`config.mk`:
```
export PLATFORM = sky130hd
export DESIGN_NAME = phy_irq_aux_top
export DESIGN_NICKNAME = d
export VERILOG_FILES = /design/src/phy_irq_pkg.sv /design/src/irq_cause_if.sv /design/src/cause_latch.sv /design/src/phy_irq_aux_top.sv
export SDC_FILE = /design/constraint.sdc
export NUM_CORES = 1
export LEC_CHECK = 0
export BUFFER_PORTS_ARGS = -buffer_cell sky130_fd_sc_hd__clkbuf_2
export CAP_MARGIN = 20
export CORE_AREA = 2 2 74 76
export CTS_CLUSTER_DIAMETER = 150
export CTS_CLUSTER_SIZE = 30
export DETAILED_ROUTE_END_ITERATION = 16
export DIE_AREA = 0 0 76 78
export PLACE_DENSITY = 0.81
export SETUP_SLACK_MARGIN = 0.2
export SLEW_MARGIN = 20
export SYNTH_ARGS = -nofsm -noshare
export SYNTH_HDL_FRONTEND = slang
export SYNTH_SLANG_ARGS = --single-unit
```
`constraint.sdc`:
```
create_clock -name CLK -period 2.1 [get_ports CLK]
set_input_delay 0.105 -clock CLK [delete_from_list [all_inputs] [get_ports CLK]]
set_output_delay 0.105 -clock CLK [all_outputs]
set_load 0.01 [all_outputs]
```
`src/phy_irq_pkg.sv`:
```
/*
  Constants for the per-port interrupt and auxiliary status block:
  register offsets, field positions, reset values and timeout counts.
  Assumes a 50 MHz system clock and a 5-bit management register address.
*/
package phy_irq_pkg;

    localparam int ADDR_W = 5;
    localparam int DATA_W = 16;
    localparam int NUM_CAUSE = 15;
    localparam int CYC_W = 28;

    // Register offsets
    localparam logic [ADDR_W-1:0] OFS_MASK = 5'h19;
    localparam logic [ADDR_W-1:0] OFS_STAT = 5'h1a;
    localparam logic [ADDR_W-1:0] OFS_AUX = 5'h1c;

    // Mask and status field positions
    localparam int BIT_PIN_EN = 15;
    localparam int BIT_SUMMARY = 15;
    localparam int BIT_SPEED_CHG = 14;
    localparam int BIT_DUPLEX_CHG = 12;
    localparam int BIT_RESERVED = 6;
    localparam int BIT_DOWNSHIFT = 2;
    localparam int BIT_RX_ERR = 0;

    // Auxiliary field positions
    localparam int AUX_ANEG_DONE = 15;
    localparam int AUX_ANEG_OFF = 14;
    localparam int AUX_XOVER = 13;
    localparam int AUX_CD_SWAP = 12;
    localparam int AUX_POL_LSB = 8;
    localparam int AUX_TMO_MSB = 7;
    localparam int AUX_PSAVE_EN = 6;
    localparam int AUX_DUPLEX = 5;
    localparam int AUX_SPEED_LSB = 3;
    localparam int AUX_TMO_LSB = 2;
    localparam int AUX_MEDIA_LSB = 0;

    // Reset values
    localparam logic [DATA_W-1:0] MASK_RST = 16'h0000;
    localparam logic [1:0] TMO_SEL_RST = 2'h1;
    localparam logic PSAVE_RST = 1'b0;

    // Link status timeouts
    localparam int unsigned CLK_HZ = 50_000_000;
    localparam int unsigned CYC_PER_MS = CLK_HZ / 1000;
    localparam int unsigned TMO_MS_0 = 2300;
    localparam int unsigned TMO_MS_1 = 3300;
    localparam int unsigned TMO_MS_2 = 4300;
    localparam int unsigned TMO_MS_3 = 5300;
    localparam int unsigned TMO_CYC_0 = TMO_MS_0 * CYC_PER_MS;
    localparam int unsigned TMO_CYC_1 = TMO_MS_1 * CYC_PER_MS;
    localparam int unsigned TMO_CYC_2 = TMO_MS_2 * CYC_PER_MS;
    localparam int unsigned TMO_CYC_3 = TMO_MS_3 * CYC_PER_MS;

endpackage
```
`src/irq_cause_if.sv`:
```
/*
  Carrier between the register front end and the cause latch.
  Assumes both ends run on the same clock.
*/
`timescale 1ns/100ps
interface irq_cause_if;
    import phy_irq_pkg::*;

    logic [NUM_CAUSE-1:0] raw_evt;
    logic aneg_en;
    logic adv_all;
    logic rxer_ext;
    logic rd_clr;
    logic soft_clr;
    logic [DATA_W-1:0] mask;
    logic [NUM_CAUSE-1:0] causes;
    logic summary;

    modport latch (
        input raw_evt, aneg_en, adv_all, rxer_ext, rd_clr, soft_clr, mask,
        output causes, summary
    );

    modport ctrl (
        output raw_evt, aneg_en, adv_all, rxer_ext, rd_clr, soft_clr, mask,
        input causes, summary
    );
endinterface

```
`src/cause_latch.sv`:
```
/*
  Qualifies raw event pulses and latches them as pending causes.
  Assumes event inputs are synchronous one-cycle pulses or levels.
*/
`timescale 1ns/100ps
module cause_latch (
    input wire logic clk,
    input wire logic rst,
    irq_cause_if.latch ci
);
    import phy_irq_pkg::*;

    typedef struct packed {
        logic [NUM_CAUSE-1:0] causes;
    } latch_state_t;

    latch_state_t st_ff;
    latch_state_t nxt_st;
    logic [NUM_CAUSE-1:0] qual;

    // ----------------------------------------
    // Cause qualification
    // ----------------------------------------
    function automatic logic [NUM_CAUSE-1:0] qualify(input logic [NUM_CAUSE-1:0] evt, input logic aneg_en,
                                                     input logic adv_all, input logic rxer_ext);
        logic [NUM_CAUSE-1:0] q;
        q = evt;
        q[BIT_SPEED_CHG] = evt[BIT_SPEED_CHG] & aneg_en;
        q[BIT_DUPLEX_CHG] = evt[BIT_DUPLEX_CHG] & aneg_en;
        q[BIT_DOWNSHIFT] = evt[BIT_DOWNSHIFT] & adv_all;
        q[BIT_RX_ERR] = evt[BIT_RX_ERR] & ~rxer_ext;
        q[BIT_RESERVED] = 1'b0;
        return q;
    endfunction

    always_comb begin
        qual = qualify(ci.raw_evt, ci.aneg_en, ci.adv_all, ci.rxer_ext);
        nxt_st = st_ff;
        if (ci.soft_clr || ci.rd_clr) begin
            nxt_st.causes = '0;
        end
        nxt_st.causes = nxt_st.causes | qual;
    end

    always_ff @(posedge clk) begin
        if (rst) begin
            st_ff <= '0;
        end else begin
            st_ff <= nxt_st;
        end
    end

    assign ci.causes = st_ff.causes;
    assign ci.summary = |(st_ff.causes & ci.mask[NUM_CAUSE-1:0]);

    // ----------------------------------------
    // Checks
    // ----------------------------------------
    a_speed_needs_aneg: assert property (@(posedge clk) disable iff (rst)
        (!ci.aneg_en && !st_ff.causes[BIT_SPEED_CHG]) |=> !st_ff.causes[BIT_SPEED_CHG])
        else $error("speed change latched without negotiation");
    a_downshift_needs_adv: assert property (@(posedge clk) disable iff (rst)
        (!ci.adv_all && !st_ff.causes[BIT_DOWNSHIFT]) |=> !st_ff.causes[BIT_DOWNSHIFT])
        else $error("downshift latched without full advertisement");
    a_rxer_ext_block: assert property (@(posedge clk) disable iff (rst)
        (ci.rxer_ext && !st_ff.causes[BIT_RX_ERR]) |=> !st_ff.causes[BIT_RX_ERR])
        else $error("receive error latched during carrier extension");
    a_event_latches: assert property (@(posedge clk) disable iff (rst)
        ci.raw_evt[1] |=> st_ff.causes[1] && !st_ff.causes[BIT_RESERVED])
        else $error("event not latched");
    a_read_clears: assert property (@(posedge clk) disable iff (rst)
        (ci.rd_clr && qual == '0) |=> st_ff.causes == '0)
        else $error("status read did not clear causes");
endmodule

```
`src/phy_irq_aux_top.sv`:
```
/*
  Interrupt mask, read-to-clear interrupt status and auxiliary
  control/status registers of one transceiver port.
  Assumes all status and event inputs come from logic on CLK, and a
  register port whose read data stands in the cycle after the strobe.
*/
`timescale 1ns/100ps
module phy_irq_aux_top #(
    parameter int unsigned TIMEOUT0_CYCLES = phy_irq_pkg::TMO_CYC_0,
    parameter int unsigned TIMEOUT1_CYCLES = phy_irq_pkg::TMO_CYC_1,
    parameter int unsigned TIMEOUT2_CYCLES = phy_irq_pkg::TMO_CYC_2,
    parameter int unsigned TIMEOUT3_CYCLES = phy_irq_pkg::TMO_CYC_3
) (
    // Clock and reset
    input wire logic CLK,
    input wire logic SYS_RST,
    input wire logic SOFT_RST,
    // Register port
    input wire logic [phy_irq_pkg::ADDR_W-1:0] ADDR,
    input wire logic [phy_irq_pkg::DATA_W-1:0] WDATA,
    input wire logic WR,
    input wire logic RD,
    output logic [phy_irq_pkg::DATA_W-1:0] RDATA,
    // Event sources
    input wire logic [phy_irq_pkg::NUM_CAUSE-1:0] EVT,
    input wire logic RXER_CARRIER_EXT,
    // Port state
    input wire logic ANEG_EN,
    input wire logic ANEG_DONE,
    input wire logic LINK_UP,
    input wire logic [3:0] ADV_ABILITY,
    input wire logic AUTO_MEDIA_SENSE,
    input wire logic MODE_100FX,
    input wire logic XOVER_DONE,
    input wire logic CD_SWAP,
    input wire logic [3:0] PAIR_POL,
    input wire logic DUPLEX_STATE,
    input wire logic [1:0] SPEED_STATE,
    input wire logic [1:0] MEDIA_STATE,
    // Outputs
    output logic MGMT_INTERRUPT_PIN,
    output logic POWER_SAVE_EN,
    output logic [1:0] LINK_TIMEOUT_SEL,
    output logic [phy_irq_pkg::CYC_W-1:0] LINK_TIMEOUT_CYCLES
);
    import phy_irq_pkg::*;

    // ----------------------------------------
    // State
    // ----------------------------------------
    typedef struct packed {
        logic [DATA_W-1:0] mask;
        logic [1:0] tmo_sel;
        logic psave;
        logic [CYC_W-1:0] tmo_cyc;
        logic [DATA_W-1:0] rdata;
        logic pin;
    } top_state_t;

    top_state_t st_ff;
    top_state_t nxt_st;

    irq_cause_if ci ();

    logic wr_mask;
    logic wr_aux;
    logic rd_stat;
    logic [DATA_W-1:0] stat_word;
    logic [DATA_W-1:0] aux_word;

    // ----------------------------------------
    // Word builders
    // ----------------------------------------
    function automatic logic [DATA_W-1:0] build_aux(input logic aneg_en, input logic aneg_done,
                                                    input logic link_up, input logic auto_media_sense,
                                                    input logic fx, input logic xover,
                                                    input logic cd_swap, input logic [3:0] pol,
                                                    input logic [1:0] tmo, input logic psave,
                                                    input logic dup, input logic [1:0] spd,
                                                    input logic [1:0] media);
        logic [DATA_W-1:0] w;
        w = '0;
        w[AUX_ANEG_DONE] = aneg_en ? aneg_done : link_up;
        w[AUX_ANEG_OFF] = ~aneg_en | (auto_media_sense & fx);
        w[AUX_XOVER] = xover;
        w[AUX_CD_SWAP] = cd_swap;
        w[AUX_POL_LSB +: 4] = pol;
        w[AUX_TMO_MSB] = tmo[1];
        w[AUX_PSAVE_EN] = psave;
        w[AUX_DUPLEX] = dup;
        w[AUX_SPEED_LSB +: 2] = spd;
        w[AUX_TMO_LSB] = tmo[0];
        w[AUX_MEDIA_LSB +: 2] = media;
        return w;
    endfunction

    function automatic logic [CYC_W-1:0] timeout_cycles(input logic [1:0] sel);
        logic [CYC_W-1:0] c;
        c = '0;
        unique case (sel)
            2'h0: c = CYC_W'(TIMEOUT0_CYCLES);
            2'h1: c = CYC_W'(TIMEOUT1_CYCLES);
            2'h2: c = CYC_W'(TIMEOUT2_CYCLES);
            2'h3: c = CYC_W'(TIMEOUT3_CYCLES);
        endcase
        return c;
    endfunction

    // ----------------------------------------
    // Cause latch
    // ----------------------------------------
    assign ci.raw_evt = EVT;
    assign ci.aneg_en = ANEG_EN;
    assign ci.adv_all = &ADV_ABILITY;
    assign ci.rxer_ext = RXER_CARRIER_EXT;
    assign ci.rd_clr = rd_stat;
    assign ci.soft_clr = SOFT_RST;
    assign ci.mask = st_ff.mask;

    cause_latch u_latch (
        .clk (CLK),
        .rst (SYS_RST),
        .ci  (ci.latch)
    );

    // ----------------------------------------
    // Register decode
    // ----------------------------------------
    assign wr_mask = WR && (ADDR == OFS_MASK);
    assign wr_aux = WR && (ADDR == OFS_AUX);
    assign rd_stat = RD && (ADDR == OFS_STAT);

    always_comb begin
        stat_word = {ci.summary, ci.causes};
        aux_word = build_aux(ANEG_EN, ANEG_DONE, LINK_UP, AUTO_MEDIA_SENSE, MODE_100FX, XOVER_DONE,
                             CD_SWAP, PAIR_POL, st_ff.tmo_sel, st_ff.psave, DUPLEX_STATE,
                             SPEED_STATE, MEDIA_STATE);
    end

    // ----------------------------------------
    // Next state
    // ----------------------------------------
    always_comb begin
        nxt_st = st_ff;
        // Sticky fields ignore SOFT_RST
        if (wr_mask) begin
            nxt_st.mask = WDATA;
        end
        if (wr_aux) begin
            nxt_st.tmo_sel = {WDATA[AUX_TMO_MSB], WDATA[AUX_TMO_LSB]};
            nxt_st.psave = WDATA[AUX_PSAVE_EN];
        end
        nxt_st.tmo_cyc = timeout_cycles(st_ff.tmo_sel);
        nxt_st.rdata = '0;
        if (RD) begin
            unique case (ADDR)
                OFS_MASK: nxt_st.rdata = st_ff.mask;
                OFS_STAT: nxt_st.rdata = stat_word;
                OFS_AUX: nxt_st.rdata = aux_word;
                default: nxt_st.rdata = '0;
            endcase
        end
        // Pin gated by enable only; latching continues regardless
        nxt_st.pin = st_ff.mask[BIT_PIN_EN] & ci.summary;
    end

    always_ff @(posedge CLK) begin
        if (SYS_RST) begin
            st_ff.mask <= MASK_RST;
            st_ff.tmo_sel <= TMO_SEL_RST;
            st_ff.psave <= PSAVE_RST;
            st_ff.tmo_cyc <= '0;
            st_ff.rdata <= '0;
            st_ff.pin <= 1'b0;
        end else begin
            st_ff <= nxt_st;
        end
    end

    // ----------------------------------------
    // Outputs
    // ----------------------------------------
    assign RDATA = st_ff.rdata;
    assign MGMT_INTERRUPT_PIN = st_ff.pin;
    assign POWER_SAVE_EN = st_ff.psave;
    assign LINK_TIMEOUT_SEL = st_ff.tmo_sel;
    assign LINK_TIMEOUT_CYCLES = st_ff.tmo_cyc;

    // ----------------------------------------
    // Checks
    // ----------------------------------------
    a_pin_follows_summary: assert property (@(posedge CLK) disable iff (SYS_RST)
        ##1 MGMT_INTERRUPT_PIN == ($past(st_ff.mask[BIT_PIN_EN]) && $past(ci.summary)))
        else $error("interrupt pin does not follow summary");

    a_pin_disabled_low: assert property (@(posedge CLK) disable iff (SYS_RST)
        (!st_ff.mask[BIT_PIN_EN] && !wr_mask) |=> !MGMT_INTERRUPT_PIN)
        else $error("interrupt pin high while disabled");

    a_latch_while_disabled: assert property (@(posedge CLK) disable iff (SYS_RST)
        (!st_ff.mask[BIT_PIN_EN] && EVT[13]) |=> ci.causes[13])
        else $error("cause not latched while pin disabled");

    a_mask_write_read: assert property (@(posedge CLK) disable iff (SYS_RST)
        (wr_mask ##1 (RD && ADDR == OFS_MASK && !WR)) |=> RDATA == $past(WDATA, 2))
        else $error("mask readback differs from write");

    a_mask_sticky: assert property (@(posedge CLK) disable iff (SYS_RST)
        (SOFT_RST && !WR) |=> $stable(st_ff.mask) && $stable(st_ff.tmo_sel) && $stable(st_ff.psave))
        else $error("sticky field changed on software reset");

    a_status_readback: assert property (@(posedge CLK) disable iff (SYS_RST)
        rd_stat |=> RDATA == {$past(ci.summary), $past(ci.causes)})
        else $error("status read returned wrong word");

    a_summary_pending: assert property (@(posedge CLK) disable iff (SYS_RST)
        (ci.causes[10] && st_ff.mask[10]) |-> (ci.summary && stat_word[BIT_SUMMARY]))
        else $error("enabled cause without summary");

    a_summary_masked: assert property (@(posedge CLK) disable iff (SYS_RST)
        ((ci.causes & st_ff.mask[NUM_CAUSE-1:0]) == '0) |-> !ci.summary)
        else $error("summary set without enabled cause");

    a_aux_negotiation: assert property (@(posedge CLK) disable iff (SYS_RST)
        (RD && ADDR == OFS_AUX) |=>
            RDATA[AUX_ANEG_DONE] == ($past(ANEG_EN) ? $past(ANEG_DONE) : $past(LINK_UP)))
        else $error("aux negotiation done bit wrong");

    a_aux_aneg_off: assert property (@(posedge CLK) disable iff (SYS_RST)
        (RD && ADDR == OFS_AUX && !ANEG_EN) |=> RDATA[AUX_ANEG_OFF])
        else $error("aux negotiation disabled bit wrong");

    a_aux_pairs: assert property (@(posedge CLK) disable iff (SYS_RST)
        (RD && ADDR == OFS_AUX) |=> RDATA[AUX_POL_LSB +: 4] == $past(PAIR_POL)
            && RDATA[AUX_XOVER] == $past(XOVER_DONE) && RDATA[AUX_CD_SWAP] == $past(CD_SWAP))
        else $error("aux crossover or polarity bits wrong");

    a_timeout_field: assert property (@(posedge CLK) disable iff (SYS_RST)
        wr_aux |=> LINK_TIMEOUT_SEL == {$past(WDATA[AUX_TMO_MSB]), $past(WDATA[AUX_TMO_LSB])}
            ##1 LINK_TIMEOUT_CYCLES == timeout_cycles(LINK_TIMEOUT_SEL))
        else $error("timeout field not taken");

    a_speed_duplex: assert property (@(posedge CLK) disable iff (SYS_RST)
        (RD && ADDR == OFS_AUX) |=> RDATA[AUX_SPEED_LSB +: 2] == $past(SPEED_STATE)
            && RDATA[AUX_DUPLEX] == $past(DUPLEX_STATE))
        else $error("speed or duplex bits wrong");

    a_media_field: assert property (@(posedge CLK) disable iff (SYS_RST)
        (RD && ADDR == OFS_AUX) |=> RDATA[AUX_MEDIA_LSB +: 2] == $past(MEDIA_STATE))
        else $error("media bits wrong");

    a_rdata_idle: assert property (@(posedge CLK) disable iff (SYS_RST)
        !RD |=> RDATA == '0)
        else $error("read data present without read");

    // ----------------------------------------
    // Checks on held state and read words
    // ----------------------------------------
    a_mask_taken: assert property (@(posedge CLK) disable iff (SYS_RST)
        wr_mask |=> st_ff.mask == $past(WDATA))
        else $error("mask write not taken");

    a_mask_held: assert property (@(posedge CLK) disable iff (SYS_RST)
        !wr_mask |=> $stable(st_ff.mask))
        else $error("mask changed without write");

    a_pin_clears: assert property (@(posedge CLK) disable iff (SYS_RST)
        (st_ff.mask[BIT_PIN_EN] && !ci.summary) |=> !MGMT_INTERRUPT_PIN)
        else $error("interrupt pin high without summary");

    a_cause_from_event: assert property (@(posedge CLK) disable iff (SYS_RST)
        1'b1 |=> (ci.causes & ~$past(ci.causes) & ~$past(EVT)) == '0)
        else $error("cause set without event");

    a_cause_held: assert property (@(posedge CLK) disable iff (SYS_RST)
        (!rd_stat && !SOFT_RST) |=> (ci.causes & $past(ci.causes)) == $past(ci.causes))
        else $error("cause dropped without status read");

    a_stat_reserved: assert property (@(posedge CLK) disable iff (SYS_RST)
        (RD && ADDR == OFS_STAT) |=> !RDATA[BIT_RESERVED])
        else $error("reserved status bit read as set");

    a_summary_bit: assert property (@(posedge CLK) disable iff (SYS_RST)
        (RD && ADDR == OFS_STAT) |=>
            RDATA[BIT_SUMMARY] == |(RDATA[NUM_CAUSE-1:0] & $past(st_ff.mask[NUM_CAUSE-1:0])))
        else $error("summary bit disagrees with causes");

    a_aux_fiber_sense: assert property (@(posedge CLK) disable iff (SYS_RST)
        (RD && ADDR == OFS_AUX && AUTO_MEDIA_SENSE && MODE_100FX) |=> RDATA[AUX_ANEG_OFF])
        else $error("aux fiber sense bit wrong");

    a_aux_aneg_on: assert property (@(posedge CLK) disable iff (SYS_RST)
        (RD && ADDR == OFS_AUX && ANEG_EN && !(AUTO_MEDIA_SENSE && MODE_100FX)) |=> !RDATA[AUX_ANEG_OFF])
        else $error("aux negotiation disabled bit set");

    a_psave_taken: assert property (@(posedge CLK) disable iff (SYS_RST)
        wr_aux |=> POWER_SAVE_EN == $past(WDATA[AUX_PSAVE_EN]))
        else $error("power save enable not taken");

    a_timeout_held: assert property (@(posedge CLK) disable iff (SYS_RST)
        !wr_aux |=> $stable(LINK_TIMEOUT_SEL) && $stable(POWER_SAVE_EN))
        else $error("timeout controls changed without write");

    a_aux_ctrl_read: assert property (@(posedge CLK) disable iff (SYS_RST)
        (RD && ADDR == OFS_AUX) |=> RDATA[AUX_TMO_MSB] == $past(LINK_TIMEOUT_SEL[1])
            && RDATA[AUX_TMO_LSB] == $past(LINK_TIMEOUT_SEL[0])
            && RDATA[AUX_PSAVE_EN] == $past(POWER_SAVE_EN))
        else $error("aux control bits read wrong");
endmodule

```
# Word level (Yosys, flattened, before mapping)
# Index checks and enable logic that the tools add are counted.
word_totals:
  regBits: 79
  input_bits: 62
classes:
  n_eq_ne: 6
  n_mux: 4
  bitwise_logic: 12
  reduce_logical: 8
op_table:
  columns: ["operator", "n"]
  rows:
  - ["28-bit case mux with 4 select lines", 1]
  - ["16-bit case mux with 3 select lines", 1]
  - ["15-bit bitwise AND", 1]
  - ["5-bit == test (second input constant)", 3]
  - ["15-bit 2-to-1 mux", 1]
  - ["15-bit OR", 1]
  - ["15-bit OR reduction", 1]
  - ["1-bit bitwise AND", 6]
  - ["2-bit == test (second input constant)", 2]
  - ["4-bit AND reduction", 1]
  - ["1-bit logical AND", 3]
  - ["1-bit inverter", 3]
  - ["2-bit by 1-bit == test with 1-bit output (second input constant)", 1]
  - ["2-bit zero test", 1]
  - ["2-bit OR reduction", 1]
  - ["1-bit logical OR", 1]
  - ["1-bit 2-to-1 mux", 1]
  - ["1-bit OR", 1]

# Depth between registers and ports, before layout
logic_depth:
  depth_word: 5
  depth_mapped: 5

# By module
# Synthesis repeated with hierarchy kept, for this count alone.
hier_totals:
  cells_unflattened: 312
  area_unflattened_um2: 2834.0
by_module_without_submodules:
  columns: ["mod", "instances", "cells_per_inst", "area_each_um2"]
  rows:
  - ["phy_irq_aux_top", 1, 255, 2304.7]
  - ["cause_latch", 1, 57, 529.3]

# Least setup slack after synthesis
# Ideal clock, no wire load.
synth_timing:
  kind: "flip-flop to flip-flop"
  from: "reg st_ff, in the netlist LINK_TIMEOUT_SEL[0]"
  to: "reg st_ff, in the netlist LINK_TIMEOUT_CYCLES[13]"
  setup_time_ps: 124
  arrival_time_ps: 983
  path_slack_ps: 994
  path_stages_with_launch: 4
  path_buffers: 0
  cell_sequence: "dfxtp_1 > inv_1 > ha_1 > nor2b_1"
synth_between:
  elab_chain_len: 2
  elab_cells_between_ends: 5
synth_lines:
  columns: ["element", "line_no", "text"]
  rows:
  - ["start: declaration", "phy_irq_aux_top.sv:60", "top_state_t st_ff;"]
  - ["start signal: assignment", "phy_irq_aux_top.sv:176", "st_ff <= nxt_st;"]
  - ["2-bit == test (tied with other cells)", "phy_irq_aux_top.sv:100", "unique case (sel)"]
  - ["28-bit case mux with 4 select lines *", "phy_irq_aux_top.sv:100", null]
# Every way passes the cells marked *; elsewhere a longest branch is shown, timed or not. The select of a mux whose other input is x is not followed.
# A chain may end at the register's enable or synchronous reset.

# Worst setup path in the final report
layout_timing:
  from: "in ADDR[0] (netlist name)"
  to: "reg st_ff, in the netlist RDATA[2]"
layout_between:
  elab_chain_len: 2
  elab_cells_between_ends: 4
layout_lines:
  columns: ["element", "line_no", "text"]
  rows:
  - ["start: declaration", "phy_irq_aux_top.sv:19", "input wire logic [phy_irq_pkg::ADDR_W-1:0] ADDR,"]
  - ["5-bit == test", "phy_irq_aux_top.sv:156", "unique case (ADDR)"]
  - ["16-bit case mux with 3 select lines *", "phy_irq_aux_top.sv:156", null]
# Every way passes the cells marked *; elsewhere a longest branch is shown, timed or not.

==> summary.md <==
| Metric | Value |
|---|---|
| Outcome | completed |
| GRT Resource Usage Total | 21.5% |
| Main combinational cell family by area after synthesis | simple AND/OR/NAND/NOR gates |
| Critical Path AT | 1550 ps |
| Critical path required time | 2370 ps |
| CTS Buffer Depth | 2 |
| Total power | 2.27 mW |
| Nets | 430 |
| Average size of a mapped cell | 9.39 um^2 |
| Post-route setup TNS | 0 ps |
| Ys flop type | dfxtp_1 |
| Worst skew pair latency | 340 ps |
| RSZ-0062 raised after global routing | no |
| F_max | 778 MHz |
| Fin crit share | 61.2% |
| Post_cts resized | 0 |
| Routed WL | 6230 um |
| Area Overhead vs Synth | 27.8% |
| Reg-to-reg slack, setup | 850 ps |
| Compound-Gate Fraction of Synth Area | 17.4% |
| CTS Buf Count | 9 |
| Multi-input logic area | 1030 um^2 |
| Worst path slowest cell | nor3_2 |
| Initial antenna violation count | 0 |
| Mux share of post-synthesis cell area | 1.27% |
| Core area | 5040 um^2 |
| Via count | 2,246 |
| DPL Wire Length | 4480 um |
| Die ar. | 5930 um^2 |
| Post-synth EDFFs | 0 |
| Worst setup path class | primary input to register |
| Effective utilization at floorplan | 48.8% |
| Synth Warn # | 0 |
| Slew headroom | 37.9% |
| Most common cell in the netlist | dfxtp_1 |
| Antenna diode count | 0 |
| Maximum vdd ir drop | 0.391 mV |
| Total of max-cap violations | 0 |
| Die width | 76 um |
| # port buffers | 100 |
| Syn Inst Count | 262 |
| Post-layout min period | 1290 ps |
| Largest net degree at the start of global routing | 44 |
| CTS H-tree lvls | 3 |
| Worst Skew | 5.00 ps |
| Number of global-route vias before repair | 2,101 |
| Seq cells post-synth | 61 |
| Xor/xnor cell area share of the yosys netlist | 0.356% |
| Seq. cell area | 1220 um^2 |
| Starting DRT DRC Count | 193 |
| Site Rows | 26 |
| Residual DRC | 0 |
| CTS tree | built |
| Leakage power total | 1.38 nW |
| Non-Filler Instances | 436 |
| Fill count | 431 |
| Cell variety after synth | 37 |
| Global-route wire length before repair | 10,000 um |
| Slew @ Worst Pin | 926 ps |
| Routed WL per cell | 14.3 um |
| Die height | 78 um |
| Slowest stage delay, CP | 710 ps |
| Simple-gate area share of the yosys netlist | 18.7% |
| Sink Count | 61 |
| Setup Fix Bufs, Post-CTS | 0 |
| Vias/cell | 5.15 |
| Hold slack | 1.58 ps |
| Synth top area cells | dfxtp_1 (50%), nor2_1 (5.8%), a222oi_1 (5.7%) |
| Detail Route Antenna Nets | 0 |
| Pwr/cell area | 721 nW/um^2 |
| HP Class | primary input to register |
| CP endpoint kind | register |
| Startpoint types | primary input |
| Synth top area share | 49.6% |
| Synth area leader | dfxtp_1 |
| Congestion Overflow GR | 0 |
| DR pass1 iterations | 5 |
| Synthesized area | 2460 um^2 |
| GPL Wtd Cong | 0.866 |
| I/O pin cnt | 110 |
| Most instantiated cells after synthesis | dfxtp_1 (61), nor2_1 (38), a21oi_1 (27), nand2_1 (23), buf_4 (18) |
| Final setup viols | 0 |
| Crit path cell chain | clkbuf_2 -> nand2b_1 -> nor3_2 -> a222oi_1 -> nor2_1 |
| CP Max Fanout | 14 |
| Ys async rst share | 0% |
| Final Hold Fails | 0 |
| Placed cells | 412 |
| Slew Limit Fails | 0 |
| Register area share after synthesis | 49.6% |
| Area share of fa/ha/maj cells after synthesis | 3.05% |
| CTS clk-pin slew, worst paths | 60 ps |
| Root buffer cell | clkbuf_8 |
| Share of post-route cells with drive strength above 1 | 34.7% |
==> timing repair <==
item                                    in CTS  in global routing
endpoints found under the hold margin        9                  0
endpoints found under the setup margin       0                  0
hold buffers                                 9                  0
==> path summary, 6_finish.rpt <==
check,startpoint,end,depth (start not counted)
setup reg to reg,ci.mask[9],RDATA[15],4
hold reg to reg,ci.mask[6],ci.mask[6],2
hold / removal,WDATA[5],ci.mask[5],3
setup / recovery,ADDR[0],RDATA[2],5
==> power by group <==
| group | switching (mW) | internal, mW | total (mW) | leakage (nW) |
|---|---|---|---|---|
| combinational | 0.107 | 0.0918 | 0.199 | 0.795 |
| clock | 0.413 | 0.451 | 0.864 | 0.0833 |
| sequential | 0.0191 | 1.18 | 1.20 | 0.497 |
==> registers in the layout, summed over array words and instances (netlist names) <==
register,count
ci.mask,16
RDATA,16
MGMT_INTERRUPT_PIN,1
LINK_TIMEOUT_SEL,2
u_latch.ci.causes,14
POWER_SAVE_EN,1
LINK_TIMEOUT_CYCLES,11
==> worst max-delay path, delay by kind of cell <==
kind            cells  cell delay [ps]
compound gates      1              260
buf+inv             1              150
simple gates        3             1030
==> layer usage <==
layer	track usage, %	wire length [um]	vias up
met2	33.0	2870	111
met5	0	0	-
met4	10.7	161	0
met3	5.47	487	13
met1	28.2	2720	1022
li1	-	-	1100
==> final cells by class <==
cell class              count  share of cell area (%)
clock inverters             2                   0.318
multi-input cells         172                    32.9
well taps                  70                    2.79
repair buffers            114                    20.0
inverters                   4                   0.478
clock buffers              13                    4.74
flip-flops and latches     61                    38.8
==> kinds of logic (layout without fill, tap and decap cells) <==
kind of cell | after synthesis | in the layout
AND/OR/NAND/NOR | 95 | 95
flip-flops | 61 | 61
AO/OA/AOI/OAI | 59 | 59
buffers and inverters | 36 | 133
adder cells (fa/ha/maj) | 6 | 6
multiplexers | 3 | 3
other | 1 | 8
XOR/XNOR | 1 | 1
==> layout by cell type (no fill, tap or decap), drive strengths merged, types with 4 or more instances in the layout <==
master,synthesis,routed
a21oi,27,27
a222oi,14,14
a22oi,11,11
buf,27,5
clkbuf,5,113
conb,1,8
dfxtp,61,61
dlygate4sd3,0,9
ha,6,6
inv,4,4
nand2,23,23
nand3,17,17
nor2,39,39
nor2b,5,5
==> stage by stage <==
step / util (%) / setup slack, ps / area [um^2]
6_report: 62.4 / 815 / 3140
5_1_grt: 62.4 / 694 / 3140
4_1_cts: 62.4 / 824 / 3140
3_5_place_dp: 57.4 / 459 / 2900
3_3_place_gp: 57.4 / 510 / 2900
2_1_floorplan: - / 994 / 2490
(Power assumes the default switching activity.)
